[src/logic/pmpm_pkg.sv]
package pmpm_pkg;

   // ----------------------------------------------------------------
   // Widths and timing
   // ----------------------------------------------------------------
   localparam int ADDR_W          = 16;
   localparam int DATA_W          = 16;
   localparam int CLK_PERIOD_NS   = 8;
   // One wait state lasts one peripheral clock period
   localparam int PERIPHERAL_CLOCK_PERIOD_NS = 8;
   localparam int WAIT_STATE_CYCLES = (PERIPHERAL_CLOCK_PERIOD_NS + CLK_PERIOD_NS - 1) / CLK_PERIOD_NS;

   // ----------------------------------------------------------------
   // Field encodings
   // ----------------------------------------------------------------
   localparam logic [1:0] MUX_NONE   = 2'h0;
   localparam logic [1:0] MUX_PART   = 2'h1;
   localparam logic [1:0] MUX_FULL8  = 2'h2;
   localparam logic [1:0] MUX_FULL16 = 2'h3;
   localparam logic [1:0] STEP_NONE  = 2'h0;
   localparam logic [1:0] STEP_INC   = 2'h1;
   localparam logic [1:0] STEP_DEC   = 2'h2;
   localparam logic [1:0] CSF_NONE   = 2'h0;
   localparam logic [1:0] CSF_HIGH   = 2'h1;
   localparam logic [1:0] CSF_BOTH   = 2'h2;
   localparam logic [3:0] STROBE_WAIT_COUNT_NONE = 4'h0;

   // ----------------------------------------------------------------
   // Pin positions, phase counts and reset values
   // ----------------------------------------------------------------
   localparam int CS_HIGH_PIN  = 15;
   localparam int CS_LOW_PIN   = 14;
   localparam int LATCH_LO_PIN = 0;
   localparam int LATCH_HI_PIN = 1;
   localparam logic [3:0] ADDR_GAP_CYCLES = 4'h2;
   localparam logic [3:0] DEF_WR_HOLD     = 4'h1;
   localparam logic [3:0] DEF_RD_HOLD     = 4'h0;
   localparam logic [15:0] ADDR_RESET     = 16'h0000;

   // ----------------------------------------------------------------
   // Types
   // ----------------------------------------------------------------
   typedef enum logic [2:0] {
      ST_IDLE, ST_LAT_LO, ST_GAP_LO, ST_LAT_HI, ST_GAP_HI, ST_SETUP, ST_STROBE, ST_HOLD
   } pmpm_state_e;

   typedef struct packed {
      logic        port_enable;
      logic        master_mode1;
      logic        wide_data_select;
      logic [1:0]  address_multiplex_select;
      logic [1:0]  address_step_select;
      logic [1:0]  setup_wait_count;
      logic [3:0]  strobe_wait_count;
      logic [1:0]  hold_wait_count;
      logic [1:0]  chip_select_function;
      logic        write_strobe_pin_enable;
      logic        read_strobe_pin_enable;
      logic [15:0] address_pin_enable;
      logic        read_strobe_polarity;
      logic        write_strobe_polarity;
      logic        chip_select_high_polarity;
      logic        chip_select_low_polarity;
      logic        latch_strobe_polarity;
   } pmpm_cfg_s;

   typedef struct packed {
      logic        write;
      logic [15:0] data;
   } pmpm_req_s;

endpackage

[src/logic/pmpm_master_port.sv]
// Operation
// - Set strobe or address pin enable gives pin to port; clear returns it to I/O.
// - Enabled address pins drive matching address register bits; disabled pins are released.
// - Enabled chip select pins sit inactive whenever no transfer runs.
// - Address pin 0 and 1 enables also gate the low and high latch strobes.
// - Mode 1 drives direction plus enable line; mode 2 drives separate read, write strobes.
// - Every control output follows its polarity bit; latches share one, shared pins share one.
// - Step field 00 keeps, 01 increments, 10 decrements address by one after each transfer.
// - Address bits used as chip selects never take part in stepping.
// - One wait state equals one peripheral clock cycle.
// - Strobe wait zero means one-cycle strobe and setup, setup and hold fields ignored.
// - With strobe wait zero, hold is one cycle for writes, zero for reads.
// - Setup wait field sets data setup cycles before the active strobe.
// - In multiplexed modes setup wait lengthens the address period instead.
// - Strobe wait field sets how long the active strobe stays asserted.
// - Hold wait field sets data hold cycles after the active strobe.
// - Multiplex field picks separate, low-byte, full 8-pin or full 16-pin addressing.
// - Demultiplexed: address on address pins, data on 16 or 8 data pins.
// - Partial: low address byte on data 7:0 with low latch; at least 3 extra cycles.
// - Nonzero strobe wait lengthens each latch strobe by the setup wait count.
// - Full 8-pin: low byte with low latch, then high byte with high latch; at least 6 extra.
// - Full multiplexing forces address bits 15 and 14 to zero for enabled chip selects.
// - Full 16-pin: both latches together, low byte 7:0, high byte 15:8.
// - Chip select function 10 enables both chip selects instead of address 15 and 14.
// - Function 00 keeps both as address, 01 enables only the upper chip select.
module pmpm_master_port
   import pmpm_pkg::*;
#(
   parameter int BUF_DEPTH = 2
) (
   // Clock and reset
   input  wire logic        clk_i,
   input  wire logic        rst_i,
   // Configuration
   input  wire pmpm_cfg_s   cfg_i,
   // Address register access
   input  wire logic        addr_load_i,
   input  wire logic [15:0] addr_load_data_i,
   output logic      [15:0] address_register_o,
   output logic             busy_o,
   // Transfer requests
   input  wire logic        req_valid_i,
   output logic             req_ready_o,
   input  wire pmpm_req_s   req_i,
   // Read data
   output logic             rd_valid_o,
   input  wire logic        rd_ready_i,
   output logic      [15:0] rd_data_o,
   // Parallel pins
   output logic      [15:0] address_pins_o,
   output logic      [15:0] address_pins_oe_o,
   input  wire logic [15:0] data_pins_i,
   output logic      [15:0] data_pins_o,
   output logic      [15:0] data_pins_oe_o,
   output logic             read_strobe_o,
   output logic             read_strobe_oe_o,
   output logic             write_strobe_o,
   output logic             write_strobe_oe_o
);

   // ----------------------------------------------------------------
   // Helpers
   // ----------------------------------------------------------------
   // Active level to pin level; 1 selects active high
   function automatic logic pin_level(input logic active, input logic pol);
      return pol ? active : ~active;
   endfunction

   localparam int PW = (BUF_DEPTH > 1) ? $clog2(BUF_DEPTH) : 1;

   // ----------------------------------------------------------------
   // State
   // ----------------------------------------------------------------
   pmpm_state_e state_q, state_d;
   logic [3:0]  cnt_q, cnt_d;
   logic        wr_q, wr_d;
   logic [15:0] wdata_q, wdata_d;
   logic [15:0] addr_q, addr_d;
   logic [15:0] cap_q, cap_d;
   logic [15:0] sync1_q, sync2_q;
   logic        busy_q, busy_d;
   logic        ready_q, ready_d;
   logic [15:0] mem_q [BUF_DEPTH];
   logic [15:0] mem_d [BUF_DEPTH];
   logic [PW-1:0] wp_q, wp_d, rp_q, rp_d;
   logic [PW:0] cnt_buf_q, cnt_buf_d;
   logic        rvalid_q, rvalid_d;
   logic [15:0] rdata_q, rdata_d;
   logic        finish, accept, pop, push;
   logic        muxed, strobe_wait_count_zero;
   logic [3:0]  setup_m1, latch_m1, hold_len;
   logic [15:0] step_keep, stepped;

   // Phase lengths, loaded as length minus one into the counter
   always_comb begin
      muxed      = cfg_i.address_multiplex_select != MUX_NONE;
      strobe_wait_count_zero = cfg_i.strobe_wait_count == STROBE_WAIT_COUNT_NONE;
      // Setup moves to the address period when multiplexed
      setup_m1   = (strobe_wait_count_zero || muxed) ? 4'h0 : {2'h0, cfg_i.setup_wait_count};
      latch_m1   = strobe_wait_count_zero ? 4'h0 : {2'h0, cfg_i.setup_wait_count};
      if (strobe_wait_count_zero) begin
         hold_len = wr_q ? DEF_WR_HOLD : DEF_RD_HOLD;
      end else begin
         hold_len = {2'h0, cfg_i.hold_wait_count};
      end
   end

   // Chip select bits stay out of stepping
   always_comb begin
      step_keep = 16'h0000;
      if (cfg_i.chip_select_function != CSF_NONE) begin
         step_keep[CS_HIGH_PIN] = 1'b1;
      end
      if (cfg_i.chip_select_function == CSF_BOTH) begin
         step_keep[CS_LOW_PIN] = 1'b1;
      end
      case (cfg_i.address_step_select)
         STEP_INC: stepped = addr_q + 16'h0001;
         STEP_DEC: stepped = addr_q - 16'h0001;
         default:  stepped = addr_q;
      endcase
      stepped = (addr_q & step_keep) | (stepped & ~step_keep);
   end

   // ----------------------------------------------------------------
   // Transfer sequencer
   // ----------------------------------------------------------------
   // Requests are taken only while idle, so a busy port ignores nothing silently
   always_comb begin
      state_d = state_q;
      cnt_d   = cnt_q - 4'h1;
      wr_d    = wr_q;
      wdata_d = wdata_q;
      cap_d   = cap_q;
      finish  = 1'b0;
      accept  = req_valid_i && ready_q;
      case (state_q)
         ST_IDLE: begin
            cnt_d = 4'h0;
            if (accept) begin
               wr_d    = req_i.write;
               wdata_d = req_i.data;
               if (muxed) begin
                  state_d = ST_LAT_LO;
                  cnt_d   = latch_m1;
               end else begin
                  state_d = ST_SETUP;
                  cnt_d   = setup_m1;
               end
            end
         end
         ST_LAT_LO: begin
            if (cnt_q == 4'h0) begin
               state_d = ST_GAP_LO;
               cnt_d   = ADDR_GAP_CYCLES - 4'h1;
            end
         end
         ST_GAP_LO: begin
            if (cnt_q == 4'h0) begin
               // Second address byte only on the 8-pin full mode
               if (cfg_i.address_multiplex_select == MUX_FULL8) begin
                  state_d = ST_LAT_HI;
                  cnt_d   = latch_m1;
               end else begin
                  state_d = ST_SETUP;
                  cnt_d   = setup_m1;
               end
            end
         end
         ST_LAT_HI: begin
            if (cnt_q == 4'h0) begin
               state_d = ST_GAP_HI;
               cnt_d   = ADDR_GAP_CYCLES - 4'h1;
            end
         end
         ST_GAP_HI: begin
            if (cnt_q == 4'h0) begin
               state_d = ST_SETUP;
               cnt_d   = setup_m1;
            end
         end
         ST_SETUP: begin
            if (cnt_q == 4'h0) begin
               state_d = ST_STROBE;
               cnt_d   = cfg_i.strobe_wait_count;
            end
         end
         ST_STROBE: begin
            if (cnt_q == 4'h0) begin
               if (!wr_q) begin
                  cap_d = cfg_i.wide_data_select ? sync2_q : {8'h00, sync2_q[7:0]};
               end
               if (hold_len != 4'h0) begin
                  state_d = ST_HOLD;
                  cnt_d   = hold_len - 4'h1;
               end else begin
                  state_d = ST_IDLE;
                  finish  = 1'b1;
               end
            end
         end
         ST_HOLD: begin
            if (cnt_q == 4'h0) begin
               state_d = ST_IDLE;
               finish  = 1'b1;
            end
         end
         default: begin
            state_d = ST_IDLE;
         end
      endcase
      // Address steps when the transfer completes
      addr_d = addr_q;
      if (finish) begin
         addr_d = stepped;
      end else if (addr_load_i && state_q == ST_IDLE) begin
         addr_d = addr_load_data_i;
      end
      busy_d = state_d != ST_IDLE;
   end

   // Sequencer registers; data pins pass two stages before use
   always_ff @(posedge clk_i) begin
      if (rst_i) begin
         state_q <= ST_IDLE;
         cnt_q   <= 4'h0;
         wr_q    <= 1'b0;
         wdata_q <= 16'h0000;
         addr_q  <= ADDR_RESET;
         cap_q   <= 16'h0000;
         busy_q  <= 1'b0;
         sync1_q <= 16'h0000;
         sync2_q <= 16'h0000;
      end else begin
         state_q <= state_d;
         cnt_q   <= cnt_d;
         wr_q    <= wr_d;
         wdata_q <= wdata_d;
         addr_q  <= addr_d;
         cap_q   <= cap_d;
         busy_q  <= busy_d;
         sync1_q <= data_pins_i;
         sync2_q <= sync1_q;
      end
   end

   // ----------------------------------------------------------------
   // Read data buffer
   // ----------------------------------------------------------------
   // A full buffer holds off new requests, so a stalled reader never loses a word
   always_comb begin
      mem_d = mem_q;
      wp_d  = wp_q;
      rp_d  = rp_q;
      push  = finish && !wr_q;
      pop   = rvalid_q && rd_ready_i;
      if (push) begin
         mem_d[wp_q] = cap_d;
         wp_d        = (wp_q == PW'(BUF_DEPTH - 1)) ? '0 : wp_q + PW'(1);
      end
      if (pop) begin
         rp_d = (rp_q == PW'(BUF_DEPTH - 1)) ? '0 : rp_q + PW'(1);
      end
      cnt_buf_d = cnt_buf_q + (PW+1)'(push) - (PW+1)'(pop);
      rvalid_d  = cnt_buf_d != '0;
      rdata_d   = mem_d[rp_d];
      ready_d   = cfg_i.port_enable && state_d == ST_IDLE && !addr_load_i
                  && cnt_buf_d < (PW+1)'(BUF_DEPTH);
   end

   // Buffer registers
   always_ff @(posedge clk_i) begin
      if (rst_i) begin
         for (int i = 0; i < BUF_DEPTH; i++) begin
            mem_q[i] <= 16'h0000;
         end
         wp_q      <= '0;
         rp_q      <= '0;
         cnt_buf_q <= '0;
         rvalid_q  <= 1'b0;
         rdata_q   <= 16'h0000;
         ready_q   <= 1'b0;
      end else begin
         mem_q     <= mem_d;
         wp_q      <= wp_d;
         rp_q      <= rp_d;
         cnt_buf_q <= cnt_buf_d;
         rvalid_q  <= rvalid_d;
         rdata_q   <= rdata_d;
         ready_q   <= ready_d;
      end
   end

   // ----------------------------------------------------------------
   // Pin drivers
   // ----------------------------------------------------------------
   logic        xfer, strobe_act, lat_lo, lat_hi, addr_ph, hi_ph, data_ph;
   logic [15:0] abus, apin_d, apin_q, aoe_q, dout_d, dout_q, doe_d, doe_q;
   logic        rd_d, rdp_q, wrp_d, wrp_q, rdoe_q, wroe_q;

   always_comb begin
      xfer       = state_q != ST_IDLE;
      strobe_act = state_q == ST_STROBE;
      addr_ph    = state_q inside {ST_LAT_LO, ST_GAP_LO, ST_LAT_HI, ST_GAP_HI};
      hi_ph      = state_q inside {ST_LAT_HI, ST_GAP_HI};
      data_ph    = state_q inside {ST_SETUP, ST_STROBE, ST_HOLD};
      // Both latches together in the 16-pin mode
      lat_lo     = state_q == ST_LAT_LO;
      lat_hi     = (state_q == ST_LAT_HI)
                   || (lat_lo && cfg_i.address_multiplex_select == MUX_FULL16);
      // Chip select bits read as zero on a full multiplexed bus
      abus = addr_q;
      if (cfg_i.address_multiplex_select inside {MUX_FULL8, MUX_FULL16}) begin
         abus = addr_q & ~step_keep;
      end
      // Address pins, some taken over by latches and chip selects
      apin_d = addr_q;
      if (muxed) begin
         apin_d[LATCH_LO_PIN] = pin_level(lat_lo, cfg_i.latch_strobe_polarity);
      end
      if (cfg_i.address_multiplex_select inside {MUX_FULL8, MUX_FULL16}) begin
         apin_d[LATCH_HI_PIN] = pin_level(lat_hi, cfg_i.latch_strobe_polarity);
      end
      if (cfg_i.chip_select_function != CSF_NONE) begin
         apin_d[CS_HIGH_PIN] = pin_level(xfer, cfg_i.chip_select_high_polarity);
      end
      if (cfg_i.chip_select_function == CSF_BOTH) begin
         apin_d[CS_LOW_PIN] = pin_level(xfer, cfg_i.chip_select_low_polarity);
      end
      apin_d = apin_d & cfg_i.address_pin_enable;
      // Data pins carry address bytes in address phases, then write data
      dout_d = cfg_i.wide_data_select ? wdata_q : {8'h00, wdata_q[7:0]};
      doe_d  = 16'h0000;
      if (wr_q && data_ph) begin
         doe_d = cfg_i.wide_data_select ? 16'hFFFF : 16'h00FF;
      end
      if (addr_ph) begin
         if (cfg_i.address_multiplex_select == MUX_FULL16) begin
            dout_d = abus;
            doe_d  = 16'hFFFF;
         end else begin
            dout_d[7:0] = hi_ph ? abus[15:8] : abus[7:0];
            doe_d[7:0]  = 8'hFF;
         end
      end
      // Strobe styles per master mode
      if (cfg_i.master_mode1) begin
         rd_d  = pin_level(xfer && !wr_q, cfg_i.read_strobe_polarity);
         wrp_d = pin_level(strobe_act, cfg_i.write_strobe_polarity);
      end else begin
         rd_d  = pin_level(strobe_act && !wr_q, cfg_i.read_strobe_polarity);
         wrp_d = pin_level(strobe_act && wr_q, cfg_i.write_strobe_polarity);
      end
      rd_d  = rd_d && cfg_i.read_strobe_pin_enable;
      wrp_d = wrp_d && cfg_i.write_strobe_pin_enable;
   end

   // Pin registers; every pin changes one cycle after the sequencer
   always_ff @(posedge clk_i) begin
      if (rst_i) begin
         apin_q <= 16'h0000;
         aoe_q  <= 16'h0000;
         dout_q <= 16'h0000;
         doe_q  <= 16'h0000;
         rdp_q  <= 1'b0;
         wrp_q  <= 1'b0;
         rdoe_q <= 1'b0;
         wroe_q <= 1'b0;
      end else begin
         apin_q <= apin_d;
         aoe_q  <= cfg_i.address_pin_enable;
         dout_q <= dout_d;
         doe_q  <= doe_d;
         rdp_q  <= rd_d;
         wrp_q  <= wrp_d;
         rdoe_q <= cfg_i.read_strobe_pin_enable;
         wroe_q <= cfg_i.write_strobe_pin_enable;
      end
   end

   assign address_pins_o     = apin_q;
   assign address_pins_oe_o  = aoe_q;
   assign data_pins_o        = dout_q;
   assign data_pins_oe_o     = doe_q;
   assign read_strobe_o      = rdp_q;
   assign read_strobe_oe_o   = rdoe_q;
   assign write_strobe_o     = wrp_q;
   assign write_strobe_oe_o  = wroe_q;
   assign address_register_o = addr_q;
   assign busy_o             = busy_q;
   assign req_ready_o        = ready_q;
   assign rd_valid_o         = rvalid_q;
   assign rd_data_o          = rdata_q;
endmodule

[config.mk]
export PLATFORM = sky130hd
export DESIGN_NAME = pmpm_master_port
export DESIGN_NICKNAME = d
export VERILOG_FILES = /design/src/logic/pmpm_pkg.sv /design/src/logic/pmpm_master_port.sv
export SDC_FILE = /design/constraint.sdc
export NUM_CORES = 1
export LEC_CHECK = 0
export BUFFER_PORTS_ARGS = -buffer_cell sky130_fd_sc_hd__buf_2
export CORE_ASPECT_RATIO = 0.75
export CORE_MARGIN = 2
export CORE_UTILIZATION = 48
export CTS_CLUSTER_SIZE = 12
export DETAILED_ROUTE_END_ITERATION = 12
export PLACE_DENSITY = 0.79
export SLEW_MARGIN = 20
export SYNTH_ARGS = -nofsm -noshare
export SYNTH_HDL_FRONTEND = slang
export SYNTH_SLANG_ARGS = --single-unit
[constraint.sdc]
create_clock -name clk_i -period 3.4 [get_ports clk_i]
set_clock_uncertainty 0.2 [all_clocks]
set_input_delay 0.51 -clock clk_i [delete_from_list [all_inputs] [get_ports clk_i]]
set_output_delay 0.51 -clock clk_i [all_outputs]
set_load 0.02 [all_outputs]
==> results by group, run 1 <==
Cells and area
  • Synth-to-Final Area Change: 21.4%
  • Non-Filler Instances: between 1k and 1.5k
  • Multi-input logic area: between 3000 and 4000 µm²
  • Fin nets: between 1k and 1.5k
  • Share of cells above drive strength 1: 0.252
  • # fillers: 1419
  • Reg area: a little under 4000 µm²

Synth
  • Syn_nets: 1007
  • Netlist cell types: between 60 and 70
  • Largest cells by area after synthesis: dfxtp_1 49%, nor2_1 4.6%, nor2b_1 4.6%
  • Sequential element share of the synthesized area: 0.493
  • Synth Instances: slightly below 900
  • Yosys top cell area share: 0.493
  • Yosys Warn Count: 0
  • Fraction of registers with async set or reset after synthesis: 0
  • Yosys reg bits: 197
  • Main flop type after synthesis: dfxtp_1
  • Synth Cell Area: roughly 8000 µm²
  • Post-Syn Area per Cell: slightly below 9 µm²
  • Number of synthesized flops with an enable pin: 0
  • Cell taking the most area after synthesis: dfxtp_1

Routing
  • Highest metal used: met5
  • Antenna Violating Nets Remaining: 0
  • Detail Route met2 WL: around 8600 µm
  • Vias: between 6k and 7k
  • DRC Markers: 0
  • Wl on met1: approximately 9400 µm
  • Via density per instance: ~5.3
  • WL met3: between 1500 and 2000 µm
  • WL per Instance: around 16 µm
  • Final WL: between 20000 and 25000 µm
  • Initial DRC Count: between 400 and 500
  • Total iterations of the first detailed-routing run: 4

Floorplan
  • Initial Utilization: 0.495
  • # rows: 40
  • Die area: between 15000 and 20000 µm²
  • Die height: between 100 and 150 µm
  • IO Count: just under 200
  • Die width: between 150 and 200 µm
  • Core area: ~16000 µm²

STA
  • Post-layout min period: roughly 3.1 ns
  • Final Max Slew Viols: 0
  • Worst slew pin tran: ~0.85 ns
  • Max Clock Freq: between 300 and 400 MHz
  • Rel. slew slack: 0.428
  • Final period util: 0.914
  • Final Hold Viols: 0
  • Final setup violation count: 0
  • RSZ-0062 raised after global routing: no
  • Hold Slack: 0.0920 ns

Global routing
  • Initial antenna violation count: 1
  • Vias in the first global route: between 6k and 7k
  • First-pass GRT wire length: roughly 32000 µm
  • Global route overflow: 0
  • All-Layer GR Usage: 0.230
  • Largest net degree at the start of global routing: 111

Power
  • P per Cell Area: between 500 and 600 nW/µm²
  • P_leak: ~4.4 nW
  • Max IR drop VDD: 477 µV

Clock network
  • PostCTS Resize Cnt: 0
  • CTS clk-pin slew, worst paths: approximately 0.070 ns
  • Hold_buf cts: 0
  • H-tree depth: 4
  • CTS tree: done
  • Clk Latency, worst-skew pair: ~0.43 ns
  • Root buf cell: clkbuf_16
  • CTS sink count: between 150 and 200
  • Total CTS buffers: 17
  • Setup repair bufs after CTS: 0
  • Maximum clock path buffer count: 2

Setup path
  • Crit-path max FO: 5
  • Worst Setup End Kind: flip-flop
  • Critical path data required time: 3.51 ns
  • Worst Path Arrival: roughly 3.2 ns
  • CP Launch Type: flip-flop
  • Kind of critical path: reg -> reg

Run status
  • Status: completed

Run
  • Maxcap violations: 0

Placement
  • Post-DP HPWL: 14200 µm
  • Port Buffer Count: about 200
  • GP Congestion: around 0.85
  • Placed insts: 1261

Hold path
  • Hold crit path type: in -> reg
[cells in the mapped netlist, types with 6 or more instances]
| cell type | count |
|---|---|
| dfxtp_1 | 197 |
| a221oi_1 | 7 |
| nand2_1 | 94 |
| nand3_1 | 34 |
| xnor2_1 | 16 |
| buf_4 | 15 |
| nor2b_1 | 59 |
| a21o_1 | 7 |
| clkbuf_1 | 40 |
| ha_1 | 19 |
| a211oi_1 | 15 |
| and2_1 | 19 |
| a31oi_1 | 9 |
| nor3_1 | 14 |
| a21oi_1 | 64 |
| inv_1 | 12 |
| o21ai_0 | 37 |
| nor2_1 | 99 |
| o22ai_1 | 21 |
| nand2b_1 | 6 |
| mux2i_1 | 25 |
[critical path, stage by stage, from the launching register on]
cell and delay, ns:
dfxtp_1 0.36, inv_1 0.08, ha_1 0.22, nor3b_1 0.30, nand3_1 0.21, a311o_1 0.43
ha_1 0.30, inv_1 0.04, ha_1 0.17, xor2_1 0.15, xnor2_1 0.18, nor2_1 0.08
or2_2 0.29
[where the power goes]
part	internal, mW	switching, mW	leakage [nW]
clock	1.08	0.892	0.285
combinational	0.305	0.497	2.52
sequential	2.41	0.0606	1.61
total	3.80	1.45	4.41
[final timing paths]
check / depth (start not counted) / slack (ns) / end / startpoint
min: 2 / 0.09 / sync1_q[4] / data_pins_i[4]
max: 12 / 0.29 / rd_valid_o / cnt_q[0]
max reg2reg: 12 / 0.29 / rd_valid_o / cnt_q[0]
min reg2reg: 1 / 0.23 / sync2_q[2] / sync1_q[2]
[layout by cell type (no fill, tap or decap), drive strengths merged, types with 3 or more instances in the layout]
cell | netlist | routed
a21oi | 64 | 64
nand2 | 94 | 94
xnor2 | 16 | 16
o21ai | 40 | 40
inv | 12 | 17
or2 | 5 | 5
o21a | 3 | 3
or3 | 6 | 6
dfxtp | 197 | 197
mux2i | 26 | 26
a22oi | 3 | 3
clkinv | 0 | 3
a211oi | 15 | 15
nor2b | 59 | 59
o22ai | 21 | 21
a21o | 7 | 7
and2 | 19 | 19
nand3 | 34 | 34
nor3b | 5 | 5
and3 | 5 | 5
clkbuf | 40 | 20
a31oi | 9 | 9
nor3 | 16 | 16
xor2 | 5 | 5
a221oi | 7 | 7
ha | 19 | 19
nand4 | 3 | 3
nand2b | 6 | 6
nor2 | 101 | 101
buf | 27 | 225
[cell type report]
type / instances / share of cell area
flip-flops and latches: 197 / 0.406
multi-input cells: 617 / 0.377
repair buffers: 225 / 0.125
clock buffers: 20 / 0.0481
well taps: 210 / 0.0271
clock inverters: 11 / 0.0119
inverters: 12 / 0.00464
diodes: 1 / 0.000258
[logic make-up (layout without fill, tap and decap cells)]
kind of cell,after synthesis,after routing,synth area share
simple gates,358,358,0.217
flops,197,197,0.493
compound gates,190,190,0.148
buf+inv,79,268,0.0496
mux,28,28,0.0369
xor+xnor,21,21,0.0230
fa+ha+maj,20,20,0.0322
other cells,0,1,0
[state kept, by name, summed over array words and instances (netlist names), named ones only]
register / flops
wp_q: 1
cnt_q: 4
rp_q: 1
sync2_q: 16
read_strobe_o: 1
cap_q: 16
address_pins_o: 16
mem_q: 32
data_pins_o: 16
data_pins_oe_o: 2
address_pins_oe_o: 16
rd_valid_o: 1
address_register_o: 14
rd_data_o: 16
req_ready_o: 1
read_strobe_oe_o: 1
busy_o: 1
wr_q: 1
wdata_q: 16
write_strobe_o: 1
write_strobe_oe_o: 1
sync1_q: 16
cnt_buf_q: 2
state_q: 3
[metrics by stage]
stage | TNS (ns) | util | power, mW | setup slack (ns) | area (µm²)
after detailed placement | -0.0627 | 0.564 | 3.31 | -0.0583 | 9120
after global routing | 0 | 0.600 | 5.46 | 0.0766 | 9700
after floorplan | 0 | - | 3.03 | 0.173 | 8000
after CTS | 0 | 0.600 | 5.28 | 0.331 | 9700
final | 0 | 0.600 | 5.25 | 0.291 | 9700
after global placement | 0 | 0.564 | 3.30 | 0.00839 | 9120
[per-layer routing]
metal,global-route usage,vias up
met5,0,-
li1,-,3408
met4,0.0599,2
met3,0.0830,14
met2,0.343,290
met1,0.319,3152
Note: power is estimated with default switching activity, not from simulation.
==> run 2: changes to the inputs <==
--- a/config.mk
+++ b/config.mk
@@ -5,13 +5,13 @@
 export SDC_FILE = /design/constraint.sdc
 export NUM_CORES = 1
 export LEC_CHECK = 0
-export BUFFER_PORTS_ARGS = -buffer_cell sky130_fd_sc_hd__buf_2
 export CORE_ASPECT_RATIO = 0.75
 export CORE_MARGIN = 2
-export CORE_UTILIZATION = 48
+export CORE_UTILIZATION = 57
 export CTS_CLUSTER_SIZE = 12
 export DETAILED_ROUTE_END_ITERATION = 12
-export PLACE_DENSITY = 0.79
+export DONT_BUFFER_PORTS = 1
+export PLACE_DENSITY = 0.78
 export SLEW_MARGIN = 20
 export SYNTH_ARGS = -nofsm -noshare
 export SYNTH_HDL_FRONTEND = slang
==> run 2 against run 1 <==
Against the previous run:
- sequential share of layout area rose by 3.7 points
- register-to-register slack got worse by 0.02 ns
- clock-buffer cell count fell by 3
- power fell by 1.9%
- critical path type unchanged
- largest power group unchanged
==> results by group, run 2 (synthesis gave the netlist of run 1 again) <==
Run status
  • Status: completed

Floorplan
  • # rows: 37
  • Die area: roughly 15000 µm²
  • Core area: 13700 µm²
  • Die height: 107 µm
  • IO Count: between 150 and 200
  • Initial Utilization: 0.583
  • Die width: 141 µm

Routing
  • DRC Markers: 0
  • Total iterations of the first detailed-routing run: 5
  • Via density per instance: just under 6
  • Vias: 6285
  • WL per Instance: approximately 18 µm
  • Antenna Violating Nets Remaining: 0
  • Final WL: 19400 µm
  • Initial DRC Count: 658

Cells and area
  • Commonest non-fill, non-tap cell in the layout: dfxtp_1
  • Top reg by flops: mem_q
  • Most frequent cells in the layout: 195 x dfxtp_1, 99 x nor2_1, 94 x nand2_1, 64 x a21oi_1, 59 x nor2b_1
  • Number of flip-flops in the largest register: 32
  • Share of cells above drive strength 1: 0.0828
  • Antenna Cells: 0
  • Fin nets: 1007
  • Synth-to-Final Area Change: 11.3%

Hold path
  • Hold wc startpoint: data_pins_i[6]
  • Hold crit path type: in -> reg
  • Min-Delay Endpoint: sync1_q[6]
  • Hold path cells: 1

Clock network
  • H-tree depth: 4
  • Clk Latency, worst-skew pair: approximately 0.44 ns
  • Total CTS buffers: 17
  • Maximum clock path buffer count: 2
  • Root buf cell: clkbuf_16
  • Setup repair bufs after CTS: 0
  • CTS sink count: slightly below 200
  • CTS tree: done
  • CTS clk-pin slew, worst paths: around 0.07 ns

Power
  • Pwr Total: 5.15 mW
  • Max IR drop VDD: between 300 and 400 µV
  • Internal: about 3.7 mW
  • P per Cell Area: ~580 nW/µm²
  • Sw Share: 0.285
  • Logic pwr share: 0.113
  • P_leak: 3.60 nW
  • Power share of the clock group: 0.388
  • P_sw: 1.47 mW
  • Flop pwr share: 0.499

Setup path
  • RR Endpoint: mem_q[19]
  • Reg2Reg Depth: 11
  • Reg2Reg Launch Point: cnt_q[0]
  • R2R Setup Slk: 0.27 ns
  • Worst Path Arrival: around 3.3 ns
  • Worst Setup End Kind: flip-flop
  • Kind of critical path: reg -> reg
  • CP Launch Type: flip-flop
  • Critical path data required time: 3.53 ns
  • Crit-path max FO: 32

Global routing
  • First-pass GRT wire length: between 30000 and 40000 µm
  • All-Layer GR Usage: 0.260
  • Vias in the first global route: slightly below 6k
  • Largest net degree at the start of global routing: 150
  • Global route overflow: 0
  • Initial antenna violation count: 0

Placement
  • GP Congestion: just over 0.9
  • Port Buffer Count: 0
  • Post-DP HPWL: ~13000 µm

STA
  • Worst slew pin tran: about 1.1 ns
  • RSZ-0062 raised after global routing: no
  • Max Clock Freq: 319 MHz
  • Final TNS setup: 0 ns
  • Final period util: 0.921
  • Rel. slew slack: 0.289
  • Final Max Slew Viols: 0
  • Final setup violation count: 0
  • Final Hold Viols: 0
  • Post-layout min period: between 3 and 4 ns

Run
  • Maxcap violations: 0
[run 2: cell count changes in the layout (fill, tap and decap cells not counted), sizes merged]
cell | previous run | this run
diode | 1 | 0
dlygate4sd3 | 0 | 24
clkinv | 3 | 7
clkbuf | 20 | 17
buf | 225 | 24
clkinvlp | 2 | 1
inv | 17 | 18
[run 2: what timing repair did]
action / CTS / global route
hold buffers: 25 / 0
endpoints found under the hold margin: 157 / 0
gates resized for setup: 0 / 0
[run 2: final cells by class]
| cell class | instances | area, µm² |
|---|---|---|
| Fill cell | 1127 | 4810 |
| Multi-Input combinational cell | 617 | 3650 |
| Timing Repair Buffer | 48 | 440 |
| Clock buffer | 17 | 425 |
| Tap cell | 175 | 219 |
| Sequential cell | 197 | 3950 |
| Clock inverter | 15 | 165 |
| Inverter | 12 | 45.0 |
[run 2: worst max-delay path by stage]
stage / from / to / slack [ns] / depth (start not counted)
2_1_floorplan: cfg_i[33] / flip-flop / 0.17 / 10
3_3_place_gp: cfg_i[33] / flip-flop / 0.07 / 11
3_5_place_dp: cfg_i[33] / flip-flop / 0.03 / 11
4_1_cts: cnt_q[0] / rd_valid_o / 0.29 / 12
5_1_grt: cnt_q[0] / mem_q[19] / 0.07 / 11
6_report: cnt_q[0] / mem_q[19] / 0.27 / 11
[run 2: per-stage QoR]
stage               setup WS, ns  hold slack (ns)  utilization  area (µm²)  instances
floorplan                  0.173            0.214            -        8000        893
global placement          0.0750            0.219        0.587        8040       1024
detailed placement        0.0323            0.223        0.587        8040       1024
CTS                        0.291         0.000145        0.649        8900       1081
global route              0.0680          0.00385        0.649        8900       1081
finish                     0.270           0.0146        0.649        8900       1081
[run 2: metal layers]
| layer | GRT usage | vias up | routed length [µm] |
|---|---|---|---|
| met5 | 0 | - | 0 |
| met3 | 0.0793 | 37 | 1730 |
| met4 | 0.0950 | 0 | 422 |
| li1 | - | 3064 | - |
| met2 | 0.383 | 277 | 8310 |
| met1 | 0.362 | 2907 | 8930 |
[run 2: critical path: stages (launching register included)]
cell           delay (ns)
dfxtp_1              0.36
inv_1                0.07
ha_1                 0.20
nor3b_1              0.30
nand3_1              0.21
a311o_1              0.44
nor2_2               0.10
buf_4                0.30
nand2_1              0.07
o21ai_0              0.13
nor2_1               0.07
dlygate4sd3_1        0.56
[run 2: power by group through the flow]
stage                     logic [mW]  clock network (mW)  registers, mW
after detailed placement       0.520                   0           2.62
after global routing           0.641                2.12           2.58
final                          0.584                2.00           2.57
after global placement         0.513                   0           2.62
after CTS                      0.574                2.02           2.57
after floorplan                0.440                   0           2.59
==> run 3: changes to the inputs <==
--- a/config.mk
+++ b/config.mk
@@ -5,12 +5,14 @@
 export SDC_FILE = /design/constraint.sdc
 export NUM_CORES = 1
 export LEC_CHECK = 0
+export ABC_AREA = 1
 export CORE_ASPECT_RATIO = 0.75
 export CORE_MARGIN = 2
 export CORE_UTILIZATION = 57
 export CTS_CLUSTER_SIZE = 12
 export DETAILED_ROUTE_END_ITERATION = 12
 export DONT_BUFFER_PORTS = 1
+export GPL_ROUTABILITY_DRIVEN = 1
 export PLACE_DENSITY = 0.78
 export SLEW_MARGIN = 20
 export SYNTH_ARGS = -nofsm -noshare
==> run 3 against run 2 <==
Against the previous run:
- core utilization down 0.058 points
- combinational power grew 140%
- sequential share of layout area decreased by 4.7 points
- flip-flop and latch count unchanged
- clock power rose by 8%
- hold slack got worse by 0.011 ns
- register-to-register slack improved by 0.23 ns
- first-iteration DRC count grew 11%
- critical endpoint is now req_ready_o
- largest cell class is now multi-input combinational cells
==> results by group, run 3 <==
Run status
  • Status: completed

Setup path
  • Worst path cell trace: inv_1 -> ha_1 -> nand2_1 -> nor2_4 -> nand3_4 -> nand2_4 -> nand2_4 -> ha_1 -> inv_1 -> ha_1 -> xnor2_1 -> xor2_1 -> nand3_1 -> nor2_1
  • Critical path data required time: approximately 3.6 ns
  • RR Endpoint: req_ready_o
  • R2R Setup Slk: between 0.5 and 0.6 ns
  • Worst Setup End Kind: flip-flop
  • CP delay by family, top: simple AND/OR/NAND/NOR gates
  • CP peak stage delay: about 0.35 ns
  • Worst Path Arrival: ~3 ns
  • Kind of critical path: reg -> reg
  • Max stage delay cell, worst path: dfxtp_1
  • Crit-path max FO: 18
  • CP most frequent cell: ha_1
  • Reg2Reg Launch Point: cnt_q[0]
  • WP buf/inv: 2
  • Reg2Reg Depth: 14
  • CP Launch Type: flip-flop

Routing
  • Vias: between 7k and 8k
  • Total iterations of the first detailed-routing run: 6
  • WL per Instance: 15.8 µm
  • Antenna Violating Nets Remaining: 0
  • DRC Markers: 0
  • Via density per instance: about 5.3
  • Final WL: ~24000 µm
  • Initial DRC Count: 730

STA
  • Final TNS setup: 0 ns
  • Final period util: 0.853
  • Hold Slack: 0.00394 ns
  • Final Hold Viols: 0
  • Post-layout min period: between 2 and 3 ns
  • Max Clock Freq: 345 MHz
  • Final setup violation count: 0
  • Setup WS post-layout: about 0.5 ns
  • RSZ-0062 raised after global routing: no
  • Rel. slew slack: 0.450
  • Final Max Slew Viols: 0
  • Worst slew pin tran: between 0.8 and 0.9 ns

Synth
  • Cell taking the most area after synthesis: dfxtp_1
  • Most numerous cell in the Yosys netlist: nand2_1
  • Yosys Warn Count: 0
  • Compound-Gate Fraction of Synth Area: 0.0910
  • Post-Synth Simple-Gate Area: 0.313
  • Largest cells by area after synthesis: dfxtp_1 44%, nand2_1 15%, nor2_1 7.9%
  • Top cells by count, synth: 364 x nand2_1, 197 x dfxtp_1, 188 x nor2_1, 161 x inv_1, 77 x a21oi_1
  • Main flop type after synthesis: dfxtp_1
  • Synth Instances: around 1.3k
  • Largest family of logic cells by synthesized area: simple AND/OR/NAND/NOR gates
  • Yosys reg bits: 197
  • Syn_nets: between 1k and 1.5k
  • Synth Area in XOR/XNOR: 0.0146
  • Number of synthesized flops with an enable pin: 0
  • Sequential element share of the synthesized area: 0.439
  • Synth Cell Area: 8980 µm²
  • Netlist cell types: 40
  • Post-synthesis mux area share: 0.00223
  • Adder and majority cell fraction of the synthesized area: 0.0287
  • Yosys top cell area share: 0.439
  • Post-Syn Area per Cell: about 6.9 µm²
  • Fraction of registers with async set or reset after synthesis: 0

Cells and area
  • Synth-to-Final Area Change: 10.6%
  • Most frequent cells in the layout: 364 x nand2_1, 195 x dfxtp_1, 188 x nor2_1, 161 x inv_1, 77 x a21oi_1
  • # fillers: about 1.3k
  • Fin nets: ~1.4k
  • Number of flip-flops in the largest register: 32
  • Top reg by flops: mem_q
  • Commonest non-fill, non-tap cell in the layout: nand2_1
  • Antenna Cells: 0
  • Post-Route Utilization: 0.649
  • Share of cells above drive strength 1: 0.0590

Global routing
  • Vias in the first global route: between 7k and 8k
  • Largest net degree at the start of global routing: around 130
  • Global route overflow: 0
  • First-pass GRT wire length: 37900 µm
  • All-Layer GR Usage: 0.288
  • Initial antenna violation count: 0

Clock network
  • CTS sink count: roughly 200
  • Root buf cell: clkbuf_16
  • Setup repair bufs after CTS: 0
  • CTS clk-pin slew, worst paths: roughly 0.070 ns
  • PostCTS Resize Cnt: 0
  • Maximum clock path buffer count: 2
  • Total CTS buffers: 17
  • CTS tree: done
  • Hold_buf cts: 30
  • Clk Latency, worst-skew pair: around 0.44 ns
  • H-tree depth: 4

Power
  • P per Cell Area: around 660 nW/µm²
  • Internal: roughly 4.2 mW
  • Sw Share: 0.361
  • Max IR drop VDD: just over 400 µV
  • Power share of the clock group: 0.331
  • P_leak: 4.91 nW
  • Flop pwr share: 0.457
  • P_sw: ~2.4 mW
  • Logic pwr share: 0.211
  • Pwr Total: 6.52 mW

Floorplan
  • Core area: around 15000 µm²
  • Initial Utilization: 0.586
  • IO Count: between 150 and 200
  • Die area: between 15000 and 20000 µm²
  • Die width: between 100 and 150 µm
  • Die height: between 100 and 150 µm
  • # rows: 39

Hold path
  • Hold path cells: 2
  • Hold wc startpoint: cfg_i[22]
  • Hold crit path type: in -> reg
  • Min-Delay Endpoint: write_strobe_oe_o

Placement
  • Post-DP HPWL: roughly 16000 µm
  • Placement Setup Slack: 0.538 ns
  • Port Buffer Count: 0
  • GP Congestion: roughly 0.96

Run
  • Maxcap violations: 0
## run 3: cell count changes in the layout (fill, tap and decap cells not counted), sizes merged, moves of 9 or more
cell and delta:
nand4 +9, o22ai -21, and2 -16, a211oi -14, a21oi +13, nor2b -59, nor2 +90, mux2i -24
inv +157, nand3 +34, o21ai +34, buf -10, nand2 +279
## run 3: final cells by class
type,count,area (µm²),share of cell area
sequential,197,3950,0.397
multi-input combinational,864,4030,0.406
tap,205,256,0.0258
timing repair buffer,43,428,0.0431
clock buffer,18,439,0.0442
clock inverter,14,194,0.0195
inverter,170,641,0.0645
## run 3: kinds of logic after synthesis
family	count (synthesis)
XOR/XNOR	15
flip-flops	197
adder cells (fa/ha/maj)	20
AND/OR/NAND/NOR	669
AO/OA/AOI/OAI	158
multiplexers	2
buffers and inverters	232
## run 3: per-stage QoR
step	cell area, µm²	instances
after floorplan	8980	1293
after global placement	8990	1449
after detailed placement	8990	1449
after CTS	9940	1511
after global routing	9940	1511
final	9940	1511
## run 3: worst max path at each step
stage          cells after the start           to      start  slack [ns]
3_3_place_gp                      14  req_ready_o   cnt_q[0]        0.61
6_report                          14  req_ready_o   cnt_q[0]        0.50
2_1_floorplan                     14  req_ready_o  cfg_i[27]        0.68
4_1_cts                           14  req_ready_o   cnt_q[0]        0.51
5_1_grt                           14  req_ready_o   cnt_q[0]        0.26
3_5_place_dp                      14  req_ready_o   cnt_q[0]        0.54
## run 3: power by group through the flow
stage	Clock [mW]	Sequential (mW)	Combinational, mW
6_report	2.16	2.98	1.38
5_1_grt	2.28	3.01	1.54
4_1_cts	2.18	2.98	1.35
3_5_place_dp	0	3.03	1.29
3_3_place_gp	0	3.03	1.28
2_1_floorplan	0	2.89	1.13
## run 3: metal layers
layer,share of wire,GRT usage
met1,0.46,0.416
met2,0.43,0.433
met3,0.099,0.0798
met4,0.013,0.0641
met5,0,0
